`config.mk`:
```
export PLATFORM = sky130hd
export DESIGN_NAME = sar_adc_register_control
export DESIGN_NICKNAME = d
export VERILOG_FILES = /design/src/rtl/sar_adc_pkg.sv /design/src/rtl/conv_clk_gen.sv /design/src/rtl/sar_sequencer.sv /design/src/rtl/sar_adc_register_control.sv
export SDC_FILE = /design/constraint.sdc
export NUM_CORES = 1
export LEC_CHECK = 0
export ABC_AREA = 0
export ABC_CLOCK_PERIOD_IN_PS = 3000
export BUFFER_PORTS_ARGS = -buffer_cell sky130_fd_sc_hd__clkbuf_2
export CAP_MARGIN = 40
export CORE_MARGIN = 5
export CORE_UTILIZATION = 55
export CTS_CLUSTER_SIZE = 24
export DETAILED_ROUTE_END_ITERATION = 6
export PLACE_DENSITY = 0.85
export SLEW_MARGIN = 20
export SYNTH_ARGS = -nofsm -noshare
export SYNTH_HDL_FRONTEND = slang
export SYNTH_SLANG_ARGS = --single-unit
```
`constraint.sdc`:
```
create_clock -name clk_sys -period 3 [get_ports clk_sys]
set_clock_uncertainty 0.05 [all_clocks]
set_input_delay 0.6 -clock clk_sys [delete_from_list [all_inputs] [get_ports clk_sys]]
set_output_delay 0.6 -clock clk_sys [all_outputs]
set_load 0.005 [all_outputs]
```
`src/rtl/sar_adc_pkg.sv`:
```
// Package for the SAR converter control: register map, fields, timing.
// Assumes one 20 MHz system clock and byte-wide register access.
package sar_adc_pkg;

	localparam int unsigned DATA_W = 8;
	localparam int unsigned ADDR_W = 2;
	localparam int unsigned RES_W = 10;
	localparam int unsigned CHAN_W = 5;
	localparam int unsigned PIN_N = 4;

	////////////////////////////////////////////////////////////////////
	// Register indices
	localparam logic [1:0] ADDR_STATUS_CONTROL = 2'h0;
	localparam logic [1:0] ADDR_RESULT_HIGH = 2'h1;
	localparam logic [1:0] ADDR_RESULT_LOW = 2'h2;
	localparam logic [1:0] ADDR_CLOCK_CONFIG = 2'h3;

	////////////////////////////////////////////////////////////////////
	// Channel codes
	localparam logic [4:0] CHAN_OFF = 5'h1f;
	localparam logic [4:0] CHAN_AIN_LAST = 5'h05;
	localparam logic [4:0] CHAN_BANDGAP = 5'h1a;
	localparam logic [4:0] CHAN_REF_HIGH = 5'h1d;
	localparam logic [4:0] CHAN_REF_LOW = 5'h1e;

	// Mode codes
	localparam logic [1:0] MODE_8BIT_SW = 2'h0;
	localparam logic [1:0] MODE_10BIT_SW = 2'h1;
	localparam logic [1:0] MODE_RESERVED = 2'h2;
	localparam logic [1:0] MODE_10BIT_HW = 2'h3;

	////////////////////////////////////////////////////////////////////
	// Sample phase, in half converter clocks, rounded up to whole ticks
	localparam int unsigned SHORT_SAMPLE_HALVES = 7;
	localparam int unsigned LONG_SAMPLE_HALVES = 47;
	localparam logic [4:0] SHORT_SAMPLE_TICKS =
		5'((SHORT_SAMPLE_HALVES + 1) / 2);
	localparam logic [4:0] LONG_SAMPLE_TICKS =
		5'((LONG_SAMPLE_HALVES + 1) / 2);
	localparam logic [3:0] LSB_10BIT = 4'h0;
	localparam logic [3:0] LSB_8BIT = 4'h2;
	localparam logic [3:0] MSB_BIT = 4'h9;

	////////////////////////////////////////////////////////////////////
	// Register layouts and bus carrier
	typedef struct packed {
		logic done;
		logic irq_en;
		logic cont;
		logic [4:0] chan;
	} status_control_s;

	typedef struct packed {
		logic low_power;
		logic [1:0] div;
		logic bus_clk_sel;
		logic [1:0] mode;
		logic long_sample;
		logic async_en;
	} clock_config_s;

	typedef struct packed {
		logic [1:0] addr;
		logic [7:0] wdata;
		logic wr;
		logic rd;
	} reg_req_s;

	localparam status_control_s SC_RESET = '{1'b0, 1'b0, 1'b0, CHAN_OFF};
	localparam clock_config_s CFG_RESET = '{1'b0, 2'h0, 1'b0,
		MODE_8BIT_SW, 1'b0, 1'b0};

	typedef enum logic [2:0] {
		ST_IDLE = 3'b001,
		ST_SAMPLE = 3'b010,
		ST_CONVERT = 3'b100
	} sar_state_e;

endpackage : sar_adc_pkg

```
`src/rtl/conv_clk_gen.sv`:
```
// Converter clock tick generator: source select and divide by 1/2/4/8.
// Assumes source ticks are single-cycle pulses already synchronised.
`timescale 1ns/1ps
`default_nettype none
module conv_clk_gen
	import sar_adc_pkg::*;
(
	// System
	input wire logic clk_sys,
	input wire logic rst_n,
	input wire logic clk_en,
	// Control
	input wire logic run,
	input wire logic alt_tick,
	input wire logic async_tick,
	input wire logic bus_clk_sel,
	input wire logic async_en,
	input wire logic [1:0] div,
	// Tick out
	output logic converter_clock_tick
);

	logic [2:0] cnt_ff;
	logic src_tick;
	logic [2:0] ratio_m1;

	// Bus clock ticks every cycle
	assign src_tick = async_en ? async_tick : (bus_clk_sel ? 1'b1 : alt_tick);
	assign ratio_m1 = 3'((4'h1 << div) - 4'h1);
	assign converter_clock_tick = run && src_tick && (cnt_ff == ratio_m1);

	// Divider idles between conversions to save power
	always_ff @(posedge clk_sys or negedge rst_n) begin
		if (!rst_n) begin
			cnt_ff <= 3'h0;
		end else if (clk_en) begin
			if (!run) begin
				cnt_ff <= 3'h0;
			end else if (src_tick) begin
				cnt_ff <= (cnt_ff == ratio_m1) ? 3'h0 : 3'(cnt_ff + 3'h1);
			end
		end
	end

endmodule : conv_clk_gen
`default_nettype wire

```
`src/rtl/sar_sequencer.sv`:
```
// Successive approximation sequencer: sample phase then bit trials.
// Assumes cmp_high is synchronised and high when input is at or above dac_code.
`timescale 1ns/1ps
`default_nettype none
module sar_sequencer
	import sar_adc_pkg::*;
(
	// System
	input wire logic clk_sys,
	input wire logic rst_n,
	input wire logic clk_en,
	// Control
	input wire logic converter_clock_tick,
	input wire logic start,
	input wire logic abort,
	input wire logic long_sample,
	input wire logic ten_bit,
	input wire logic cmp_high,
	// Status and data
	output logic busy,
	output logic sample_on,
	output logic [9:0] dac_code,
	output logic done,
	output logic [9:0] result
);

	sar_state_e state_ff;
	logic [4:0] cnt_ff;
	logic [3:0] bit_ff;
	logic [9:0] nxt_dac;
	logic [3:0] last_bit;

	assign busy = (state_ff != ST_IDLE);
	assign sample_on = (state_ff == ST_SAMPLE);
	assign last_bit = ten_bit ? LSB_10BIT : LSB_8BIT;

	// Trial bit kept or dropped by the comparator
	always_comb begin
		nxt_dac = dac_code;
		nxt_dac[bit_ff] = cmp_high;
	end

	// Start restarts even mid-conversion, so it outranks abort
	always_ff @(posedge clk_sys or negedge rst_n) begin
		if (!rst_n) begin
			state_ff <= ST_IDLE;
			cnt_ff <= 5'h0;
			bit_ff <= MSB_BIT;
			dac_code <= 10'h000;
			done <= 1'b0;
			result <= 10'h000;
		end else if (clk_en) begin
			done <= 1'b0;
			if (start) begin
				state_ff <= ST_SAMPLE;
				cnt_ff <= 5'h0;
				dac_code <= 10'h000;
			end else if (abort) begin
				state_ff <= ST_IDLE;
			end else if (converter_clock_tick) begin
				unique case (state_ff)
				ST_IDLE: begin
					state_ff <= ST_IDLE;
				end
				ST_SAMPLE: begin
					if (cnt_ff == (long_sample ? LONG_SAMPLE_TICKS :
						SHORT_SAMPLE_TICKS) - 5'h1) begin
						state_ff <= ST_CONVERT;
						bit_ff <= MSB_BIT;
						dac_code <= 10'h200;
					end else begin
						cnt_ff <= 5'(cnt_ff + 5'h1);
					end
				end
				ST_CONVERT: begin
					if (bit_ff == last_bit) begin
						state_ff <= ST_IDLE;
						done <= 1'b1;
						dac_code <= nxt_dac;
						result <= ten_bit ? nxt_dac : {2'h0, nxt_dac[9:2]};
					end else begin
						dac_code <= nxt_dac | (10'h001 << (bit_ff - 4'h1));
						bit_ff <= 4'(bit_ff - 4'h1);
					end
				end
				default: begin
					state_ff <= ST_IDLE;
				end
				endcase
			end
		end
	end

endmodule : sar_sequencer
`default_nettype wire

```
`src/rtl/sar_adc_register_control.sv`:
```
// Register control for a 10-bit successive approximation converter.
// Assumes stop_mode and register strobes come from clk_sys logic; the
// comparator, trigger and the two slow clock sources are asynchronous pins.
//
// The implementer's own choices: the register addresses and the strobed register port.
`timescale 1ns/1ps
`default_nettype none

module sar_adc_register_control
	import sar_adc_pkg::*;
(
	// System
	input wire logic clk_sys,
	input wire logic rstn,
	input wire logic clk_en,
	input wire logic stop_mode,
	// Register port
	input wire reg_req_s reg_req,
	output logic [7:0] reg_rdata,
	// Asynchronous pins
	input wire logic alt_clk_pin,
	input wire logic async_clk_pin,
	input wire logic hw_trigger_pin,
	input wire logic cmp_high_pin,
	// Analog control
	output logic [4:0] channel_sel,
	output logic channel_known,
	output logic conv_power_on,
	output logic sample_on,
	output logic [9:0] dac_code,
	output logic low_power,
	output logic async_gen_on,
	output logic irq
);

	////////////////////////////////////////////////////////////////////
	// Reset release and pin synchronisers
	logic rst_meta_ff;
	logic rst_n;
	logic [PIN_N-1:0] pin_meta_ff;
	logic [PIN_N-1:0] pin_sync_ff;
	logic [PIN_N-1:0] pin_prev_ff;
	logic [PIN_N-1:0] pin_rise;

	always_ff @(posedge clk_sys or negedge rstn) begin
		if (!rstn) begin
			rst_meta_ff <= 1'b0;
			rst_n <= 1'b0;
		end else begin
			rst_meta_ff <= 1'b1;
			rst_n <= rst_meta_ff;
		end
	end

	always_ff @(posedge clk_sys or negedge rst_n) begin
		if (!rst_n) begin
			pin_meta_ff <= '0;
			pin_sync_ff <= '0;
			pin_prev_ff <= '0;
		end else if (clk_en) begin
			pin_meta_ff <= {cmp_high_pin, hw_trigger_pin, async_clk_pin,
				alt_clk_pin};
			pin_sync_ff <= pin_meta_ff;
			pin_prev_ff <= pin_sync_ff;
		end
	end

	assign pin_rise = pin_sync_ff & ~pin_prev_ff;

	////////////////////////////////////////////////////////////////////
	// Register state and decode
	status_control_s sc_ff;
	clock_config_s cfg_ff;
	status_control_s wr_sc;
	logic [9:0] result_ff;
	logic lock_ff;
	logic irq_ff;
	logic cont_run_ff;
	logic hw_armed_ff;
	logic start_ff;
	logic abort_ff;
	logic stop_prev_ff;
	logic sc_wr;
	logic cfg_wr;
	logic rh_rd;
	logic rl_rd;
	logic stop_abort;
	logic stopped;
	logic ten_bit;
	logic hw_mode;
	logic nxt_start;
	logic converter_clock_tick;
	logic seq_busy;
	logic seq_done;
	logic [9:0] seq_result;

	assign wr_sc = status_control_s'(reg_req.wdata);
	assign sc_wr = reg_req.wr && (reg_req.addr == ADDR_STATUS_CONTROL);
	assign cfg_wr = reg_req.wr && (reg_req.addr == ADDR_CLOCK_CONFIG);
	assign rh_rd = reg_req.rd && (reg_req.addr == ADDR_RESULT_HIGH);
	assign rl_rd = reg_req.rd && (reg_req.addr == ADDR_RESULT_LOW);
	assign ten_bit = (cfg_ff.mode != MODE_8BIT_SW);
	assign hw_mode = (cfg_ff.mode == MODE_10BIT_HW);
	assign stopped = stop_mode && !cfg_ff.async_en;
	assign stop_abort = stopped && !stop_prev_ff;

	always_ff @(posedge clk_sys or negedge rst_n) begin
		if (!rst_n) begin
			sc_ff <= SC_RESET;
		end else if (clk_en) begin
			if (sc_wr) begin
				sc_ff.irq_en <= wr_sc.irq_en;
				sc_ff.cont <= wr_sc.cont;
				sc_ff.chan <= wr_sc.chan;
			end
			// Completion outranks a same-cycle clear
			if (seq_done) begin
				sc_ff.done <= 1'b1;
			end else if (sc_wr || rl_rd) begin
				sc_ff.done <= 1'b0;
			end
		end
	end

	always_ff @(posedge clk_sys or negedge rst_n) begin
		if (!rst_n) begin
			cfg_ff <= CFG_RESET;
		end else if (clk_en && cfg_wr) begin
			cfg_ff <= clock_config_s'(reg_req.wdata);
		end
	end

	always_ff @(posedge clk_sys or negedge rst_n) begin
		if (!rst_n) begin
			irq_ff <= 1'b0;
		end else if (clk_en) begin
			if (seq_done && sc_ff.irq_en) begin
				irq_ff <= 1'b1;
			end else if (sc_wr || rl_rd) begin
				irq_ff <= 1'b0;
			end
		end
	end

	////////////////////////////////////////////////////////////////////
	// Conversion start, abort and continuous run
	always_comb begin
		nxt_start = 1'b0;
		if (sc_wr) begin
			nxt_start = (wr_sc.chan != CHAN_OFF) && !hw_mode;
		end else if (seq_done && cont_run_ff && !stopped && !cfg_wr) begin
			nxt_start = 1'b1;
		end else if (pin_rise[2] && hw_mode && hw_armed_ff && !seq_busy &&
			!stopped) begin
			nxt_start = 1'b1;
		end
	end

	always_ff @(posedge clk_sys or negedge rst_n) begin
		if (!rst_n) begin
			start_ff <= 1'b0;
			abort_ff <= 1'b0;
			stop_prev_ff <= 1'b0;
		end else if (clk_en) begin
			start_ff <= nxt_start;
			abort_ff <= sc_wr || stop_abort;
			stop_prev_ff <= stopped;
		end
	end

	always_ff @(posedge clk_sys or negedge rst_n) begin
		if (!rst_n) begin
			cont_run_ff <= 1'b0;
			hw_armed_ff <= 1'b0;
		end else if (clk_en) begin
			if (sc_wr) begin
				cont_run_ff <= wr_sc.cont && (wr_sc.chan != CHAN_OFF);
				hw_armed_ff <= (wr_sc.chan != CHAN_OFF);
			end else if (stop_abort) begin
				cont_run_ff <= 1'b0;
				hw_armed_ff <= 1'b0;
			end else if (cfg_wr) begin
				cont_run_ff <= 1'b0;
			end
		end
	end

	////////////////////////////////////////////////////////////////////
	// Result store and read interlock
	always_ff @(posedge clk_sys or negedge rst_n) begin
		if (!rst_n) begin
			lock_ff <= 1'b0;
		end else if (clk_en) begin
			if (rl_rd) begin
				lock_ff <= 1'b0;
			end else if (rh_rd && ten_bit) begin
				lock_ff <= 1'b1;
			end
		end
	end

	// Locked completions are dropped; the old pair stays coherent
	always_ff @(posedge clk_sys or negedge rst_n) begin
		if (!rst_n) begin
			result_ff <= 10'h000;
		end else if (clk_en && seq_done && (!lock_ff || !ten_bit)) begin
			result_ff <= seq_result;
		end
	end

	always_ff @(posedge clk_sys or negedge rst_n) begin
		if (!rst_n) begin
			reg_rdata <= 8'h00;
		end else if (clk_en && reg_req.rd) begin
			unique case (reg_req.addr)
			ADDR_STATUS_CONTROL: reg_rdata <= sc_ff;
			ADDR_RESULT_HIGH: reg_rdata <= ten_bit ?
				{6'h00, result_ff[9:8]} : 8'h00;
			ADDR_RESULT_LOW: reg_rdata <= result_ff[7:0];
			ADDR_CLOCK_CONFIG: reg_rdata <= cfg_ff;
			endcase
		end
	end

	////////////////////////////////////////////////////////////////////
	// Converter clock and sequencer
	conv_clk_gen u_clk_gen (
		.clk_sys(clk_sys),
		.rst_n(rst_n),
		.clk_en(clk_en),
		.run(seq_busy),
		.alt_tick(pin_rise[0]),
		.async_tick(pin_rise[1]),
		.bus_clk_sel(cfg_ff.bus_clk_sel),
		.async_en(cfg_ff.async_en),
		.div(cfg_ff.div),
		.converter_clock_tick(converter_clock_tick)
	);

	sar_sequencer u_seq (
		.clk_sys(clk_sys),
		.rst_n(rst_n),
		.clk_en(clk_en),
		.converter_clock_tick(converter_clock_tick),
		.start(start_ff),
		.abort(abort_ff),
		.long_sample(cfg_ff.long_sample),
		.ten_bit(ten_bit),
		.cmp_high(pin_sync_ff[3]),
		.busy(seq_busy),
		.sample_on(sample_on),
		.dac_code(dac_code),
		.done(seq_done),
		.result(seq_result)
	);

	////////////////////////////////////////////////////////////////////
	// Analog side outputs
	assign channel_sel = sc_ff.chan;
	assign channel_known = (sc_ff.chan <= CHAN_AIN_LAST) ||
		(sc_ff.chan == CHAN_BANDGAP) || (sc_ff.chan == CHAN_REF_HIGH) ||
		(sc_ff.chan == CHAN_REF_LOW);
	assign conv_power_on = seq_busy && (sc_ff.chan != CHAN_OFF);
	assign low_power = cfg_ff.low_power;
	assign async_gen_on = cfg_ff.async_en && seq_busy;
	assign irq = irq_ff;
endmodule : sar_adc_register_control
`default_nettype wire

```
==> flow_summary.json <==
{
  "status": "finished clean",
  "ys_ff_latch": 90,
  "dr_total_vias": 3531,
  "timing.critical_path.arrival_ps": 2560,
  "ant_nets": 0,
  "synth.avg_cell_area_um2": 11.35,
  "drc": 0,
  "synth_top_family_by_area": "multiplexers",
  "crit_fanout": 14,
  "hold_viol": 0,
  "die_x_um": 103.9,
  "wl_met1_um": 4609,
  "ys_warn_count": 0,
  "dieHeight_um": 103.9,
  "antenna_found_initial": 0,
  "power.leakage_nw": 2.462,
  "vdd_ir_drop_max_mv": 0.3005,
  "synth_nets": 457,
  "hold_path.class": "reg -> async",
  "drt-pass1-iter-count": 5,
  "cp-startpoint": "cfg_ff[6]",
  "p_per_area_mw_per_mm2": 564.4,
  "start_kind": "register",
  "cts_tree": "done",
  "io_buffer_count": 48,
  "numCtsBuffers": 9,
  "insertion_delay_ps": 360,
  "cts-root-buf": "clkbuf_8",
  "rsz0062_at_grt": "false",
  "setup-violations-final": 0,
  "diodes": 0,
  "ios": 49,
  "fin_util": 0.6211,
  "initial_core_util": 0.5611,
  "wl_per_cell_um": 18.55,
  "r2r-start": "cfg_ff[6]",
  "synth_edf_count": 0,
  "wl_um": 10720,
  "maxSlewViolCount": 0,
  "synth_mux_area_frac": 0.1918,
  "async_reset_ff_frac": 1.000,
  "yosysSeqAreaShare": 0.4668,
  "yosys-top-cells-area": "dfrtp_1 (42%), mux2_2 (11%), mux2i_1 (4.5%), dfstp_2 (4.3%), mux2_4 (2.8%)",
  "synthAdderAreaFrac": 0.02582,
  "maxClockFrequency_ghz": 0.4247,
  "clkSinkCount": 90,
  "crit_type": "reg -> reg",
  "ctsHtreeMaxLevel": 3,
  "r2r_slack_ps": 650,
  "min_period_over_period": 0.7849,
  "synth_flop_cell": "dfrtp_1",
  "required_ps": 3210,
  "grt_overflow_total": 0,
  "r2r_cells": 6,
  "dr.max_layer_used": "met4",
  "fin_nets": 495,
  "cap_viol_max_count": 0,
  "synthDistinctLibCells": 69,
  "setup_tns_ps": 0,
  "grt_pass1_wl_um": 18150,
  "syn_area_mm2": 0.004846,
  "hpwlAfterDp_um": 7843,
  "num_rows": 34,
  "grt_max_degree": 60,
  "synth-simple-area-share": 0.1412,
  "place_congestion": 0.9103,
  "synth_top_area_share": 0.4234,
  "via_per_inst": 6.109,
  "grt_pass1_vias": 3608,
  "r2r_end": "u_seq.result[9]",
  "drive_above_1_share": 0.3213,
  "synth_xor_area_frac": 0.001807,
  "clk_pin_slew_worst_paths_ps": 90,
  "wl_met3_um": 700,
  "finalCriticalPeriod_ps": 2355,
  "coreArea_mm2": 0.008636,
  "worst_setup_path_end_kind": "register",
  "met2WireLength_um": 5180,
  "cts.path.max_buffers": 2,
  "endpoint": "u_seq.result[9]",
  "mostFrequentLayoutCells": "dfrtp_1 (81), clkbuf_2 (48), mux2_2 (46), nand2_1 (30), mux2i_1 (22)",
  "synth_cells": 427,
  "synth.largest_area_cell": "dfrtp_1",
  "layout_commonest_cell": "dfrtp_1",
  "relSlewSlack": 0.4817,
  "drt_iter0_drc": 201,
  "worstMarginPinSlew_ps": 772.3,
  "grt.total_usage": 0.2049,
  "synth_compound_area_frac": 0.1366,
  "area_growth_pct": 10.69,
  "die-area_mm2": 0.01079
}
-- kinds of logic after synthesis --
| family | count (synthesis) |
|---|---|
| AOI/OAI and AO/OA | 89 |
| DFF | 90 |
| buffers and inverters | 36 |
| xor gates and xnor gates | 1 |
| muxes | 80 |
| adders and majority gates | 10 |
| and+or+nand+nor | 120 |
| other | 1 |
-- metrics by stage --
step / total power, mW / area (µm²) / hold slack [ps] / cells / worst slack [ps]
finish: 3.028 / 5364 / 222.3 / 578 / 645.3
global route: 3.195 / 5364 / 271.3 / 578 / 514.9
CTS: 3.045 / 5364 / 238.0 / 578 / 629.7
detailed placement: 2.198 / 5154 / 228.1 / 561 / 643.3
global placement: 2.147 / 5126 / 292.4 / 560 / 703.7
floorplan: 1.999 / 4846 / 254.4 / 427 / 271.5
-- registers in the layout, indices dropped and copies added, names as in the netlist, 3 cells and up --
register,flops
result_ff,10
sc_ff,3
reg_rdata,8
u_seq.cnt_ff,5
pin_meta_ff,4
u_seq.bit_ff,4
pin_sync_ff,4
u_seq.dac_code,10
channel_sel,5
u_seq.result,10
pin_prev_ff,3
u_seq.state_ff,3
cfg_ff,7
u_clk_gen.cnt_ff,3
-- synthesized netlist by cell type, drive strengths merged (3+ instances only) --
library cell   n
dfrtp         82
mux2          56
nand2         30
mux2i         22
o21ai         22
nor2          18
buf           15
clkbuf        14
nand3         14
a21boi        10
ha            10
o2bb2ai        9
a21oi          8
a22oi          8
dfstp          8
nor2b          8
and3           7
inv            7
nand2b         7
and2           6
o31ai          6
or3            5
nor3           4
nor3b          4
a31o           3
a32o           3
nand4          3
nor4           3
nor4b          3
-- worst max-delay path, cell delays in order (launching register included) --
cell and delay, ps:
dfrtp_1 450, or4_4 540, a21oi_4 160, nor2_2 140, nor4_4 280, buf_4 260, mux2_2 360
-- how the worst min path moves through the flow --
stage / from / endpoint / slack [ps] / depth (start not counted)
final: rst_n / u_seq.result[8] / 220 / 0
after global routing: rst_n / result_ff[9] / 270 / 0
after CTS: rst_n / result_ff[0] / 240 / 0
after detailed placement: rst_n / u_seq.result[9] / 230 / 0
after global placement: rst_meta_ff / rst_n / 290 / 0
after floorplan: rstn / rst_meta_ff / 250 / 0
-- where the power goes --
| part | total, mW | leakage [nW] | internal (mW) | switching, mW |
|---|---|---|---|---|
| Sequential | 1.57 | 1.15 | 1.37 | 0.199 |
| Combinational | 0.613 | 1.22 | 0.299 | 0.314 |
| Clock | 0.845 | 0.0975 | 0.394 | 0.451 |
-- per-layer routing --
layer,vias to the layer above,track usage
li1,1649,-
met1,1730,0.2729
met2,131,0.3251
met3,21,0.05214
met4,0,0.07308
met5,-,0
-- cell type report --
type                    instances  area [µm²]
fillers                       666        3272
clock inverters                 6       72.57
well taps                     108       135.1
inverters                       7       26.28
clock buffers                  10       127.6
flip-flops and latches         90        2266
repair buffers                 56       322.8
multi-input cells             301        2414
-- timing repair --
item,in CTS,in global routing
hold endpoints to repair,2,0
hold buffers,1,0
gates resized for setup,0,0
buffers inserted,0,0
Note: power is estimated with default switching activity, not from simulation.
